**config.mk**
```make
export PLATFORM = sky130hd
export DESIGN_NAME = afm_alert_regs
export DESIGN_NICKNAME = d
export VERILOG_FILES = /design/src/afm_pkg.sv /design/src/afm_w1c_bank.sv /design/src/afm_alert_regs.sv
export SDC_FILE = /design/constraint.sdc
export NUM_CORES = 1
export LEC_CHECK = 0
export BUFFER_PORTS_ARGS = -buffer_cell sky130_fd_sc_hd__buf_2
export CAP_MARGIN = 20
export CORE_MARGIN = 8
export CORE_UTILIZATION = 49
export DETAILED_ROUTE_END_ITERATION = 16
export PLACE_DENSITY = 0.85
export SLEW_MARGIN = 20
export SYNTH_ARGS = -nofsm -noshare
export SYNTH_HDL_FRONTEND = slang
export SYNTH_SLANG_ARGS = --single-unit
```
**constraint.sdc**
```tcl
create_clock -name clk_i -period 4.8 [get_ports clk_i]
set_input_delay 0.48 -clock clk_i [delete_from_list [all_inputs] [get_ports clk_i]]
set_output_delay 0.48 -clock clk_i [all_outputs]
set_load 0.02 [all_outputs]
```
**src/afm_pkg.sv**
```systemverilog
/*
 * Constants, register map and carrier types for the alert flag and mask block.
 * Assumes a 32-bit classic Wishbone slave with one 8-bit register per aligned word.
 */
// Contract
// A vendor-specific alert event sets upper alert bit 7.
// A bus voltage fall through the sink disconnect threshold sets upper alert bit 3.
// An internal receive buffer overflow sets upper alert bit 2.
// Writing one to upper alert bit 2 only acknowledges it and keeps the overflow condition.
// The overflow condition clears only on a write of one to the lower receive status bit.
// Upper alert bit 1 is set while fault status AND fault enable has any bit set.
// A bus low-voltage alarm sets upper alert bit 0.
// The upper alert register resets to zero, reads back, and clears bits written with one.
// Each lower mask bit passes (one) or blocks (zero) the interrupt of its lower flag.
// Upper mask bits 7, 3, 2, 1, 0 gate their upper flags and bits 6 to 4 read zero.
// All three mask registers preset to all ones on reset, software reset and hard reset.
// Power state mask bits 7 to 0 gate the eight power state conditions in order.
// Software should normally leave lower mask bit 3, the hard reset interrupt, unmasked.
// The port power flag is high while power state AND power state mask has any bit set.
// Writing zero leaves a flag unchanged and the interrupt is high while a flag is unmasked.
`default_nettype none
package afm_pkg;
    localparam int AFM_DW = 8;
    localparam int AFM_AW = 8;

    // Register indices; byte address is four times the index
    localparam logic [AFM_AW-1:0] AFM_IDX_ALERT_LO = 8'h10;
    localparam logic [AFM_AW-1:0] AFM_IDX_ALERT_HI = 8'h11;
    localparam logic [AFM_AW-1:0] AFM_IDX_EN_LO = 8'h12;
    localparam logic [AFM_AW-1:0] AFM_IDX_EN_HI = 8'h13;
    localparam logic [AFM_AW-1:0] AFM_IDX_PWR_EN = 8'h14;
    localparam logic [AFM_AW-1:0] AFM_ADR_ALERT_LO = AFM_AW'(AFM_IDX_ALERT_LO * 4);
    localparam logic [AFM_AW-1:0] AFM_ADR_ALERT_HI = AFM_AW'(AFM_IDX_ALERT_HI * 4);
    localparam logic [AFM_AW-1:0] AFM_ADR_EN_LO = AFM_AW'(AFM_IDX_EN_LO * 4);
    localparam logic [AFM_AW-1:0] AFM_ADR_EN_HI = AFM_AW'(AFM_IDX_EN_HI * 4);
    localparam logic [AFM_AW-1:0] AFM_ADR_PWR_EN = AFM_AW'(AFM_IDX_PWR_EN * 4);

    // Upper alert bit positions
    localparam int AFM_BIT_VENDOR = 7;
    localparam int AFM_BIT_SNK_DISC = 3;
    localparam int AFM_BIT_RX_FULL = 2;
    localparam int AFM_BIT_FAULT = 1;
    localparam int AFM_BIT_LOW_ALARM = 0;
    // Lower alert receive status bit position
    localparam int AFM_BIT_RX_STATUS = 2;

    localparam logic [AFM_DW-1:0] AFM_FLAGS_RST = 8'h00;
    localparam logic [AFM_DW-1:0] AFM_EN_RST = 8'hff;
    localparam logic [AFM_DW-1:0] AFM_EN_HI_LIVE = 8'h8f;
    localparam logic [AFM_DW-1:0] AFM_ZERO = 8'h00;
    localparam logic [31:0] AFM_WORD_ZERO = 32'h0000_0000;

    typedef struct packed {
        logic vendor_alert;     // Pulse: any vendor alert event
        logic snk_above;        // Level: bus above sink disconnect threshold
        logic rx_overflow;      // Pulse: internal receive buffer overflowed
        logic low_alarm;        // Pulse: bus low-voltage alarm
    } afm_events_t;

    typedef struct packed {
        logic [AFM_DW-1:0] fault_status;
        logic [AFM_DW-1:0] fault_enable;
        logic [AFM_DW-1:0] power_state;
        logic [AFM_DW-1:0] lower_alert_flags;
    } afm_status_t;
endpackage
`default_nettype wire

```
**src/afm_w1c_bank.sv**
```systemverilog
/*
 * Bank of sticky flags: hardware sets, software clears by writing one.
 * Assumes set and clear vectors are synchronous to clk_i; a set bit may be a pulse or a held level.
 */
`timescale 1ns/100ps
`default_nettype none
module afm_w1c_bank #(
    parameter int WIDTH = 8,
    parameter logic [WIDTH-1:0] RST_VAL = '0
) (
    input wire logic clk_i,
    input wire logic rst_i,
    input wire logic ce_i,
    input wire logic [WIDTH-1:0] set_i,
    input wire logic [WIDTH-1:0] clr_i,
    output logic [WIDTH-1:0] flags_o
);
    import afm_pkg::*;

    wire [WIDTH-1:0] next_flags;

    genvar gi;
    generate
        for (gi = 0; gi < WIDTH; gi++) begin : g_bit
            // Set beats a clear in the same cycle so no event is lost
            assign next_flags[gi] = set_i[gi] | (flags_o[gi] & ~clr_i[gi]);
        end
    endgenerate

    // One process owns the whole flag vector
    always_ff @(posedge clk_i) begin
        if (rst_i) begin
            flags_o <= RST_VAL;
        end else if (ce_i) begin
            flags_o <= next_flags;
        end
    end
endmodule
`default_nettype wire

```
**src/afm_alert_regs.sv**
```systemverilog
/*
 * Upper alert flags, lower/upper/power state masks and the interrupt output,
 * reached over a classic Wishbone slave (32-bit data, 8-bit registers in lane 0).
 * Assumes the lower alert, fault and power state registers live outside and
 * arrive as levels; event inputs other than snk_above are one-cycle pulses synchronous to clk_i.
 */
// The implementer's own choice: register access over Wishbone.
`timescale 1ns/100ps
`default_nettype none
module afm_alert_regs #(
    parameter int DW = afm_pkg::AFM_DW
) (
    input wire logic clk_i,
    input wire logic rst_i,
    input wire logic ce_i,
    input wire logic cyc_i,
    input wire logic stb_i,
    input wire logic we_i,
    input wire logic [afm_pkg::AFM_AW-1:0] adr_i,
    input wire logic [3:0] sel_i,
    input wire logic [31:0] dat_i,
    output logic [31:0] dat_o,
    output logic ack_o,
    input wire afm_pkg::afm_events_t events_i,
    input wire afm_pkg::afm_status_t status_i,
    input wire logic software_reset_i,
    input wire logic hard_reset_rx_i,
    output logic irq_o,
    output logic port_power_flag_o,
    output logic rx_overflow_o,
    output logic [DW-1:0] lower_clear_o
);
    import afm_pkg::*;

    logic [DW-1:0] alert_flags_upper;
    logic [DW-1:0] alert_enable_lower;
    logic [DW-1:0] alert_enable_upper;
    logic [DW-1:0] power_state_enable;
    logic snk_above_q;
    logic rx_overflow;

    // Bus decode; the registered ack blocks a second strobe on the ack cycle
    wire access = cyc_i & stb_i & ~ack_o;
    wire wr_lane = access & we_i & sel_i[0];
    wire hit_lo = adr_i == AFM_ADR_ALERT_LO;
    wire hit_hi = adr_i == AFM_ADR_ALERT_HI;
    wire hit_en_lo = adr_i == AFM_ADR_EN_LO;
    wire hit_en_hi = adr_i == AFM_ADR_EN_HI;
    wire hit_pwr = adr_i == AFM_ADR_PWR_EN;
    wire [DW-1:0] wdata = dat_i[DW-1:0];

    wire [DW-1:0] upper_clr = (wr_lane & hit_hi) ? wdata : AFM_ZERO;
    wire [DW-1:0] lower_clr = (wr_lane & hit_lo) ? wdata : AFM_ZERO;
    wire rx_status_write = lower_clr[AFM_BIT_RX_STATUS];

    // Event sources for the upper flags and the port power flag
    wire snk_fall = snk_above_q & ~events_i.snk_above;
    wire fault_any = |(status_i.fault_status & status_i.fault_enable);
    wire pwr_any = |(status_i.power_state & power_state_enable);

    logic [DW-1:0] upper_set;
    always_comb begin
        upper_set = AFM_ZERO;
        upper_set[AFM_BIT_VENDOR] = events_i.vendor_alert;
        upper_set[AFM_BIT_SNK_DISC] = snk_fall;
        upper_set[AFM_BIT_RX_FULL] = events_i.rx_overflow;
        // Level source: re-asserts every cycle, so a clear only sticks once it drops
        upper_set[AFM_BIT_FAULT] = fault_any;
        upper_set[AFM_BIT_LOW_ALARM] = events_i.low_alarm;
    end

    afm_w1c_bank #(
        .WIDTH(DW),
        .RST_VAL(AFM_FLAGS_RST)
    ) u_upper_flags (
        .clk_i(clk_i),
        .rst_i(rst_i),
        .ce_i(ce_i),
        .set_i(upper_set),
        .clr_i(upper_clr),
        .flags_o(alert_flags_upper)
    );

    // Overflow condition is separate from its flag: acking the flag leaves it standing
    wire next_rx_overflow = events_i.rx_overflow | (rx_overflow & ~rx_status_write);

    always_ff @(posedge clk_i) begin
        if (rst_i) begin
            rx_overflow <= 1'b0;
            snk_above_q <= 1'b0;
        end else if (ce_i) begin
            rx_overflow <= next_rx_overflow;
            snk_above_q <= events_i.snk_above;
        end
    end

    // Masks preset on bus reset, software reset and received hard reset
    wire mask_preset = rst_i | software_reset_i | hard_reset_rx_i;
    wire [DW-1:0] next_en_lo = (wr_lane & hit_en_lo) ? wdata : alert_enable_lower;
    wire [DW-1:0] next_en_hi = (wr_lane & hit_en_hi) ? wdata : alert_enable_upper;
    wire [DW-1:0] next_pwr_en = (wr_lane & hit_pwr) ? wdata : power_state_enable;

    always_ff @(posedge clk_i) begin
        if (mask_preset) begin
            alert_enable_lower <= AFM_EN_RST;
            alert_enable_upper <= AFM_EN_RST;
            power_state_enable <= AFM_EN_RST;
        end else if (ce_i) begin
            alert_enable_lower <= next_en_lo;
            alert_enable_upper <= next_en_hi;
            power_state_enable <= next_pwr_en;
        end
    end

    // Reserved upper mask bits hold the last preset or written value internally but never read or gate
    wire [DW-1:0] en_hi_live = alert_enable_upper & AFM_EN_HI_LIVE;
    wire upper_pend = |(alert_flags_upper & en_hi_live);
    wire lower_pend = |(status_i.lower_alert_flags & alert_enable_lower);
    wire next_irq = upper_pend | lower_pend;

    // Read mux; unmapped addresses read zero and ignore writes
    wire [DW-1:0] rd_byte =
        hit_lo ? status_i.lower_alert_flags :
        hit_hi ? alert_flags_upper :
        hit_en_lo ? alert_enable_lower :
        hit_en_hi ? en_hi_live :
        hit_pwr ? power_state_enable : AFM_ZERO;
    wire [31:0] next_dat = {{(32-DW){1'b0}}, rd_byte};

    always_ff @(posedge clk_i) begin
        if (rst_i) begin
            ack_o <= 1'b0;
            dat_o <= AFM_WORD_ZERO;
            irq_o <= 1'b0;
            port_power_flag_o <= 1'b0;
            lower_clear_o <= AFM_ZERO;
        end else if (ce_i) begin
            ack_o <= access;
            dat_o <= access ? next_dat : dat_o;
            irq_o <= next_irq;
            port_power_flag_o <= pwr_any;
            lower_clear_o <= lower_clr;
        end
    end

    assign rx_overflow_o = rx_overflow;
endmodule
`default_nettype wire

```
==> impl_metrics.sql, run 1 <==
INSERT INTO impl_metrics (metric_group, metric, value, unit) VALUES
('run_status', 'status', 'finished clean', ''),
('final_layout', 'layout-area-overhead-vs-synth', '15.72', '%'),
('synth', 'synth_commonest_cells', '50 x sky130_fd_sc_hd__dfxtp_1, 32 x sky130_fd_sc_hd__o21ai_0, 24 x sky130_fd_sc_hd__buf_4', ''),
('clock_tree', 'cts.clk_slew.worst_paths', '0.09', 'ns'),
('clock_tree', 'root_buffer_master', 'sky130_fd_sc_hd__clkbuf_8', ''),
('worst_setup_path', 'timing.critical_path.slowest_stage_cell', 'sky130_fd_sc_hd__or4_4', ''),
('worst_setup_path', 'source_of_the_critical_timing_path', 'adr_i[4]', ''),
('flow_run', 'max-cap-violations', '0', ''),
('synth', 'netlist_area', '0.002595', 'mm2'),
('timing', 'worstMarginPinSlew', '0.8212', 'ns'),
('worst_setup_path', 'critPathMaxStageDelay', '0.72', 'ns'),
('worst_setup_path', 'critical_path_endpoint_category', 'flop', ''),
('power_and_ir_drop', 'fin_total_pwr', '0.7987', 'mW'),
('synth', 'synth_seq_area_share', '0.3857', ''),
('timing', 'fin_crit_sh', '0.4840', ''),
('final_layout', 'nNetsFinal', '465', ''),
('synth', 'synth_top_cells_by_area', 'sky130_fd_sc_hd__dfxtp_1 39%, sky130_fd_sc_hd__buf_4 6.9%, sky130_fd_sc_hd__o21ai_0 6.2%, sky130_fd_sc_hd__nand3_1 4.2%, sky130_fd_sc_hd__a22oi_1 4.1%', ''),
('clock_tree', 'tritoncts', 'built', ''),
('timing', 'slew_violations', '0', ''),
('synth', 'yosysUniqueCellTypes', '42', ''),
('clock_tree', 'clock_sink_count', '50', ''),
('worst_setup_path', 'critPathCapture', 'alert_enable_upper[7]', ''),
('worst_setup_path', 'worstPathMaxFanout', '24', ''),
('synth', 'synth_warnings', '0', ''),
('global_route', 'grt_pass1_vias', '2475', ''),
('final_layout', 'area.sequential', '0.001001', 'mm2'),
('final_layout', 'final_layout_size_suffix_gt1_frac', '0.2513', ''),
('worst_setup_path', 'cp_top_family', 'simple AND/OR/NAND/NOR gates', ''),
('worst_setup_path', 'ff2ff_path_depth', '4', ''),
('floorplan', 'io-pin-count', '132', ''),
('worst_setup_path', 'startpoint_type_of_the_worst_setup_path', 'primary input', ''),
('clock_tree', 'cts_buffer_depth', '2', ''),
('worst_setup_path', 'path_depth', '5', ''),
('synth', 'ys.flop_type', 'sky130_fd_sc_hd__dfxtp_1', ''),
('final_layout', 'n_fill_cell', '478', ''),
('hold_path', 'timing.hold.worst.class', 'in2reg', ''),
('worst_setup_path', 'cp.arrival', '2.58', 'ns'),
('synth', 'synth_largest_area_cell', 'sky130_fd_sc_hd__dfxtp_1', ''),
('clock_tree', 'cts_inserted_buffers', '5', ''),
('routing', 'drt_iter0_markers', '300', ''),
('floorplan', 'die_w', '88.77', 'um'),
('routing', 'drt-total-wl', '7717', 'um'),
('final_layout', 'instances_no_fill', '448', ''),
('place', 'place.gp.congestion', '0.9571', ''),
('worst_setup_path', 'type_of_the_worst_setup_path', 'in2reg', ''),
('global_route', 'grt_use_total', '0.1982', ''),
('clock_tree', 'postCtsResizedCells', '0', ''),
('routing', 'detail_route.first_pass.iterations', '6', ''),
('place', 'numPortBuffers', '80', ''),
('synth', 'seq_cells_post_synth', '50', ''),
('final_layout', 'multiInputGateArea', '0.001374', 'mm2'),
('power_and_ir_drop', 'irDropWorstVdd', '0.1862', 'mV'),
('routing', 'num_vias', '2638', ''),
('worst_setup_path', 'worstPathCellList', 'buf_2, or4b_1, or4_4, or3_1, nand3_1', ''),
('routing', 'avgViaCountPerCell', '5.888', ''),
('timing', 'rsz0062_at_grt', 'no', ''),
('clock_tree', 'post_cts_setup_buffer_count', '0', ''),
('global_route', 'maximum_number_of_pins_on_one_net_before_global_route_repair', '30', ''),
('timing', 'timing_hold_violations_final', '0', ''),
('timing', 'maximum_clock_frequency', '0.4304', 'GHz'),
('floorplan', 'floorplan.rows', '26', ''),
('floorplan', 'core_area', '0.005107', 'mm2'),
('synth', 'postSynthAreaPerCell', '8.317', 'um2'),
('place', 'detailedPlacementHpwl', '6055', 'um'),
('synth', 'ys_async_sr_fraction', '0', ''),
('floorplan', 'initial_utilization', '0.5081', ''),
('worst_setup_path', 'critical_path_required', '5.05', 'ns'),
('timing', 'timing.final.crit_period', '2.323', 'ns'),
('global_route', 'globalRoute.totalOverflow', '0', ''),
('routing', 'wire_per_inst', '17.23', 'um'),
('timing', 'timing.max_slew.rel_slack', '0.4505', '');
-- how the worst min path moves through the flow --
stage,start,end,slack [ns],cells after the start
floorplan,u_upper_flags.flags_o[4],u_upper_flags.flags_o[4],0.43,2
global placement,dat_o[4],dat_o[4],0.44,2
detailed placement,dat_o[4],dat_o[4],0.44,2
CTS,dat_i[5],u_upper_flags.flags_o[5],0.41,2
global route,events_i[3],u_upper_flags.flags_o[7],0.40,3
finish,dat_i[5],u_upper_flags.flags_o[5],0.41,2
-- cells in the final DEF, fill, tap and decap left out, types with 2 or more instances in the layout --
| cell | instances |
|---|---|
| sky130_fd_sc_hd__nor4bb_1 | 2 |
| sky130_fd_sc_hd__inv_1 | 8 |
| sky130_fd_sc_hd__clkbuf_8 | 6 |
| sky130_fd_sc_hd__dfxtp_1 | 50 |
| sky130_fd_sc_hd__nand2b_1 | 8 |
| sky130_fd_sc_hd__a31oi_1 | 2 |
| sky130_fd_sc_hd__conb_1 | 24 |
| sky130_fd_sc_hd__or2_2 | 2 |
| sky130_fd_sc_hd__o221ai_1 | 2 |
| sky130_fd_sc_hd__mux2i_1 | 7 |
| sky130_fd_sc_hd__nand3_1 | 22 |
| sky130_fd_sc_hd__nor2_1 | 23 |
| sky130_fd_sc_hd__a222oi_1 | 2 |
| sky130_fd_sc_hd__buf_2 | 80 |
| sky130_fd_sc_hd__a32oi_1 | 8 |
| sky130_fd_sc_hd__o21a_1 | 2 |
| sky130_fd_sc_hd__a21oi_1 | 19 |
| sky130_fd_sc_hd__a32o_1 | 3 |
| sky130_fd_sc_hd__nand3b_1 | 7 |
| sky130_fd_sc_hd__a311oi_1 | 2 |
| sky130_fd_sc_hd__o21ai_0 | 32 |
| sky130_fd_sc_hd__o311ai_0 | 10 |
| sky130_fd_sc_hd__or3_1 | 5 |
| sky130_fd_sc_hd__nor3_1 | 3 |
| sky130_fd_sc_hd__nand2_1 | 10 |
| sky130_fd_sc_hd__or4_4 | 2 |
| sky130_fd_sc_hd__nor2b_1 | 2 |
| sky130_fd_sc_hd__a211oi_1 | 2 |
| sky130_fd_sc_hd__a22oi_1 | 14 |
| sky130_fd_sc_hd__nor4_1 | 3 |
| sky130_fd_sc_hd__nand4b_1 | 2 |
| sky130_fd_sc_hd__buf_4 | 2 |
| sky130_fd_sc_hd__or4_1 | 4 |
-- layer usage --
layer  GRT usage  up-vias  part of all wire
met4     0.06912        0             0.022
met3     0.05571       20              0.11
met5           0        -                 0
met1      0.2395     1206              0.39
met2      0.3261      161              0.48
li1            -     1251                 -
-- flip-flops by register name, summed over array words and instances, names as in the netlist, 5 cells and up --
| signal | count |
|---|---|
| dat_o | 8 |
| lower_clear_o | 8 |
| alert_enable_lower | 8 |
| power_state_enable | 8 |
| u_upper_flags.flags_o | 8 |
| alert_enable_upper | 5 |
-- cell type report --
cell class              count  share of cell area
clock buffers               6             0.02750
flip-flops and latches     50              0.3333
multi-input cells         230              0.4575
clock inverters             2            0.004167
repair buffers             82              0.1383
inverters                   8             0.01000
well taps                  70             0.02917
-- power breakdown --
group	leakage [nW]	switching [mW]	internal (mW)
Sequential	0.406	0.00433	0.421
Combinational	0.806	0.0771	0.0391
Clock	0.0472	0.142	0.116
Total	1.26	0.223	0.576
-- stage by stage --
step | instance area (um2) | hold WS, ns | setup WS (ns) | utilization
after floorplan | 2681 | 0.4270 | 2.495 | -
after global placement | 2908 | 0.4357 | 2.184 | 0.5693
after detailed placement | 2908 | 0.4442 | 2.177 | 0.5693
after CTS | 3003 | 0.4085 | 2.499 | 0.5879
after global routing | 3003 | 0.3959 | 2.402 | 0.5879
final | 3003 | 0.4095 | 2.477 | 0.5879
-- kinds of logic (layout without fill, tap and decap cells) --
logic type / Yosys count / count (layout) / synth area share
multiplexers: 7 / 7 / 0.02700
AND/OR/NAND/NOR: 99 / 99 / 0.2122
buffers and inverters: 55 / 98 / 0.1181
other: 1 / 24 / 0.001445
AO/OA/AOI/OAI: 100 / 100 / 0.2555
flip-flops: 50 / 50 / 0.3857
No activity file was read; power rests on OpenSTA's default activity.
==> inputs of run 2 (changes only) <==
Settings changed: CORE_UTILIZATION 49 to 41, PLACE_DENSITY 0.85 to 0.76.
Clock period 4.8 ns to 1.89 ns, I/O delays scaled along.
==> run 2 against run 1 <==
Net effect:
- global-route usage fell by 2.1 points
- critical endpoint is now power_state_enable[0]
- clock power up 150%
- register-to-register slack got worse by 2.5 ns
- critical path type is now reg2reg
- worst hold slack got worse by 0.29 ns
- core utilization decreased by 8.1 points
- largest cell class unchanged
- critical path depth fell by 1
- highest routed layer unchanged
==> impl_metrics.sql, run 2 (same netlist as run 1, synthesis figures left out) <==
INSERT INTO impl_metrics (metric_group, metric, value, unit) VALUES
('power_and_ir_drop', 'fin_total_pwr', '2.042', 'mW'),
('clock_tree', 'h-tree-depth', '2', ''),
('place', 'detailedPlacementHpwl', '6459', 'um'),
('clock_tree', 'root_buffer_master', 'sky130_fd_sc_hd__clkbuf_8', ''),
('hold_path', 'timing.hold.worst.class', 'in2reg', ''),
('worst_setup_path', 'critical_path_endpoint_category', 'flop', ''),
('power_and_ir_drop', 'cellLeakagePower', '1.354', 'nW'),
('routing', 'drt-total-wl', '8091', 'um'),
('routing', 'postRouteAntennaNets', '0', ''),
('clock_tree', 'clock_sink_count', '50', ''),
('place', 'place_area', '0.003063', 'mm2'),
('power_and_ir_drop', 'p_comb_frac', '0.156', ''),
('global_route', 'grt_pass1_vias', '2673', ''),
('routing', 'detail_route.first_pass.iterations', '4', ''),
('power_and_ir_drop', 'net_switching_power', '0.5597', 'mW'),
('timing', 'worstMarginPinSlew', '0.5342', 'ns'),
('power_and_ir_drop', 'p_int', '1.483', 'mW'),
('final_layout', 'instances_no_fill', '474', ''),
('routing', 'num_vias', '2638', ''),
('final_layout', 'layout-area-overhead-vs-synth', '21.94', '%'),
('timing', 'timing.final.crit_period', '1.829', 'ns'),
('timing', 'setup_viol', '0', ''),
('timing', 'rsz0062_at_grt', 'yes', ''),
('power_and_ir_drop', 'irDropWorstVdd', '0.3351', 'mV'),
('power_and_ir_drop', 'net_sw_frac', '0.2740', ''),
('floorplan', 'core_area', '0.006241', 'mm2'),
('timing', 'hold-worst-slack', '0.1160', 'ns'),
('floorplan', 'floorplan.rows', '29', ''),
('power_and_ir_drop', 'power.density', '645.4', 'mW/mm2'),
('worst_setup_path', 'startpoint_type_of_the_worst_setup_path', 'flop', ''),
('timing', 'post_layout_worst_setup_margin', '0.06147', 'ns'),
('worst_setup_path', 'worstPathMaxFanout', '13', ''),
('floorplan', 'io-pin-count', '132', ''),
('final_layout', 'area.sequential', '0.001001', 'mm2'),
('place', 'place.gp.congestion', '0.8819', ''),
('final_layout', 'final_common_cell', 'sky130_fd_sc_hd__buf_2', ''),
('place', 'dpl.cell_count', '466', ''),
('clock_tree', 'tritoncts', 'built', ''),
('timing', 'timing_hold_violations_final', '0', ''),
('final_layout', 'multiInputGateArea', '0.001388', 'mm2'),
('final_layout', 'nNetsFinal', '484', ''),
('final_layout', 'diodes', '0', ''),
('timing', 'fin_crit_sh', '0.9675', ''),
('routing', 'wire_per_inst', '17.07', 'um'),
('floorplan', 'initial_utilization', '0.4158', ''),
('final_layout', 'final_cell_area', '0.003164', 'mm2'),
('global_route', 'maximum_number_of_pins_on_one_net_before_global_route_repair', '30', ''),
('clock_tree', 'cts_inserted_buffers', '5', ''),
('clock_tree', 'clk_latency', '0.31', 'ns'),
('final_layout', 'final_layout_size_suffix_gt1_frac', '0.2897', ''),
('clock_tree', 'ctsHoldBuffers', '0', ''),
('floorplan', 'height_of_the_chip', '95.56', 'um'),
('worst_setup_path', 'cp.arrival', '2.02', 'ns'),
('global_route', 'grt_pass1_wl', '12790', 'um'),
('routing', 'drt_iter0_markers', '180', ''),
('run_status', 'status', 'finished clean', ''),
('routing', 'avgViaCountPerCell', '5.565', ''),
('global_route', 'globalRoute.totalOverflow', '0', ''),
('timing', 'timing.max_slew.rel_slack', '0.6438', ''),
('worst_setup_path', 'critical_path_required', '2.08', 'ns'),
('routing', 'drc_errors', '0', ''),
('timing', 'fin_worst_skew', '0.007678', 'ns'),
('power_and_ir_drop', 'pwr-share-clk', '0.315', ''),
('clock_tree', 'cts_buffer_depth', '2', ''),
('final_layout', 'post-route-util', '0.5070', ''),
('flow_run', 'max-cap-violations', '0', ''),
('final_layout', 'n_fill_cell', '643', ''),
('place', 'dp_slack', '-0.1833', 'ns'),
('floorplan', 'area_of_the_die', '0.009131', 'mm2'),
('power_and_ir_drop', 'power.share.sequential', '0.528', ''),
('timing', 'total_negative_setup_slacks', '0', 'ns'),
('global_route', 'antenna_found_initial', '0', ''),
('clock_tree', 'cts.clk_slew.worst_paths', '0.09', 'ns'),
('place', 'numPortBuffers', '80', ''),
('final_layout', 'mostFrequentLayoutCells', '80 x sky130_fd_sc_hd__buf_2, 50 x sky130_fd_sc_hd__dfxtp_1, 29 x sky130_fd_sc_hd__o21ai_0, 24 x sky130_fd_sc_hd__conb_1, 23 x sky130_fd_sc_hd__nor2_1', ''),
('timing', 'maximum_clock_frequency', '0.5469', 'GHz'),
('global_route', 'grt_use_total', '0.1770', ''),
('worst_setup_path', 'type_of_the_worst_setup_path', 'reg2reg', ''),
('floorplan', 'die_w', '95.56', 'um'),
('timing', 'slew_violations', '0', '');
[run 2: layout make-up]
class | instances | area share
clock inverter | 1 | 0.001582
sequential | 50 | 0.3163
multi-input combinational | 230 | 0.4385
clock buffer | 7 | 0.02728
inverter | 8 | 0.009490
timing repair buffer | 101 | 0.1764
tap | 77 | 0.03045
[run 2: metal layers]
metal | track usage | vias to the layer above | routed length (um)
met5 | 0 | - | 0
met4 | 0.06146 | 0 | 160
met3 | 0.03937 | 14 | 683
met2 | 0.2840 | 106 | 3829
met1 | 0.2279 | 1233 | 3418
li1 | - | 1285 | -
[run 2: critical path, stage by stage, from the launching register on]
cell                       delay (ns)
sky130_fd_sc_hd__dfxtp_1         0.34
sky130_fd_sc_hd__nand4b_1        0.24
sky130_fd_sc_hd__buf_4           0.21
sky130_fd_sc_hd__or4_4           0.56
sky130_fd_sc_hd__o311ai_0        0.36
[run 2: worst paths after layout]
check | startpoint | endpoint | slack, ns | depth (start not counted)
max | ack_o | power_state_enable[0] | 0.06 | 4
max reg2reg | ack_o | power_state_enable[0] | 0.06 | 4
min | dat_i[6] | u_upper_flags.flags_o[6] | 0.12 | 2
min reg2reg | dat_o[5] | dat_o[5] | 0.46 | 2
[run 2: power groups by stage]
stage / clock, mW / sequential (mW) / combinational (mW)
4_1_cts: 0.657 / 1.08 / 0.314
5_1_grt: 0.689 / 1.08 / 0.349
2_1_floorplan: 0 / 1.11 / 0.203
3_5_place_dp: 0 / 1.10 / 0.313
6_report: 0.644 / 1.08 / 0.319
3_3_place_gp: 0 / 1.10 / 0.309
[run 2: repair_timing]
| action | CTS | global route |
|---|---|---|
| gates resized for setup | 0 | 9 |
| setup endpoints to repair | 0 | 9 |
| buffers inserted | 0 | 0 |
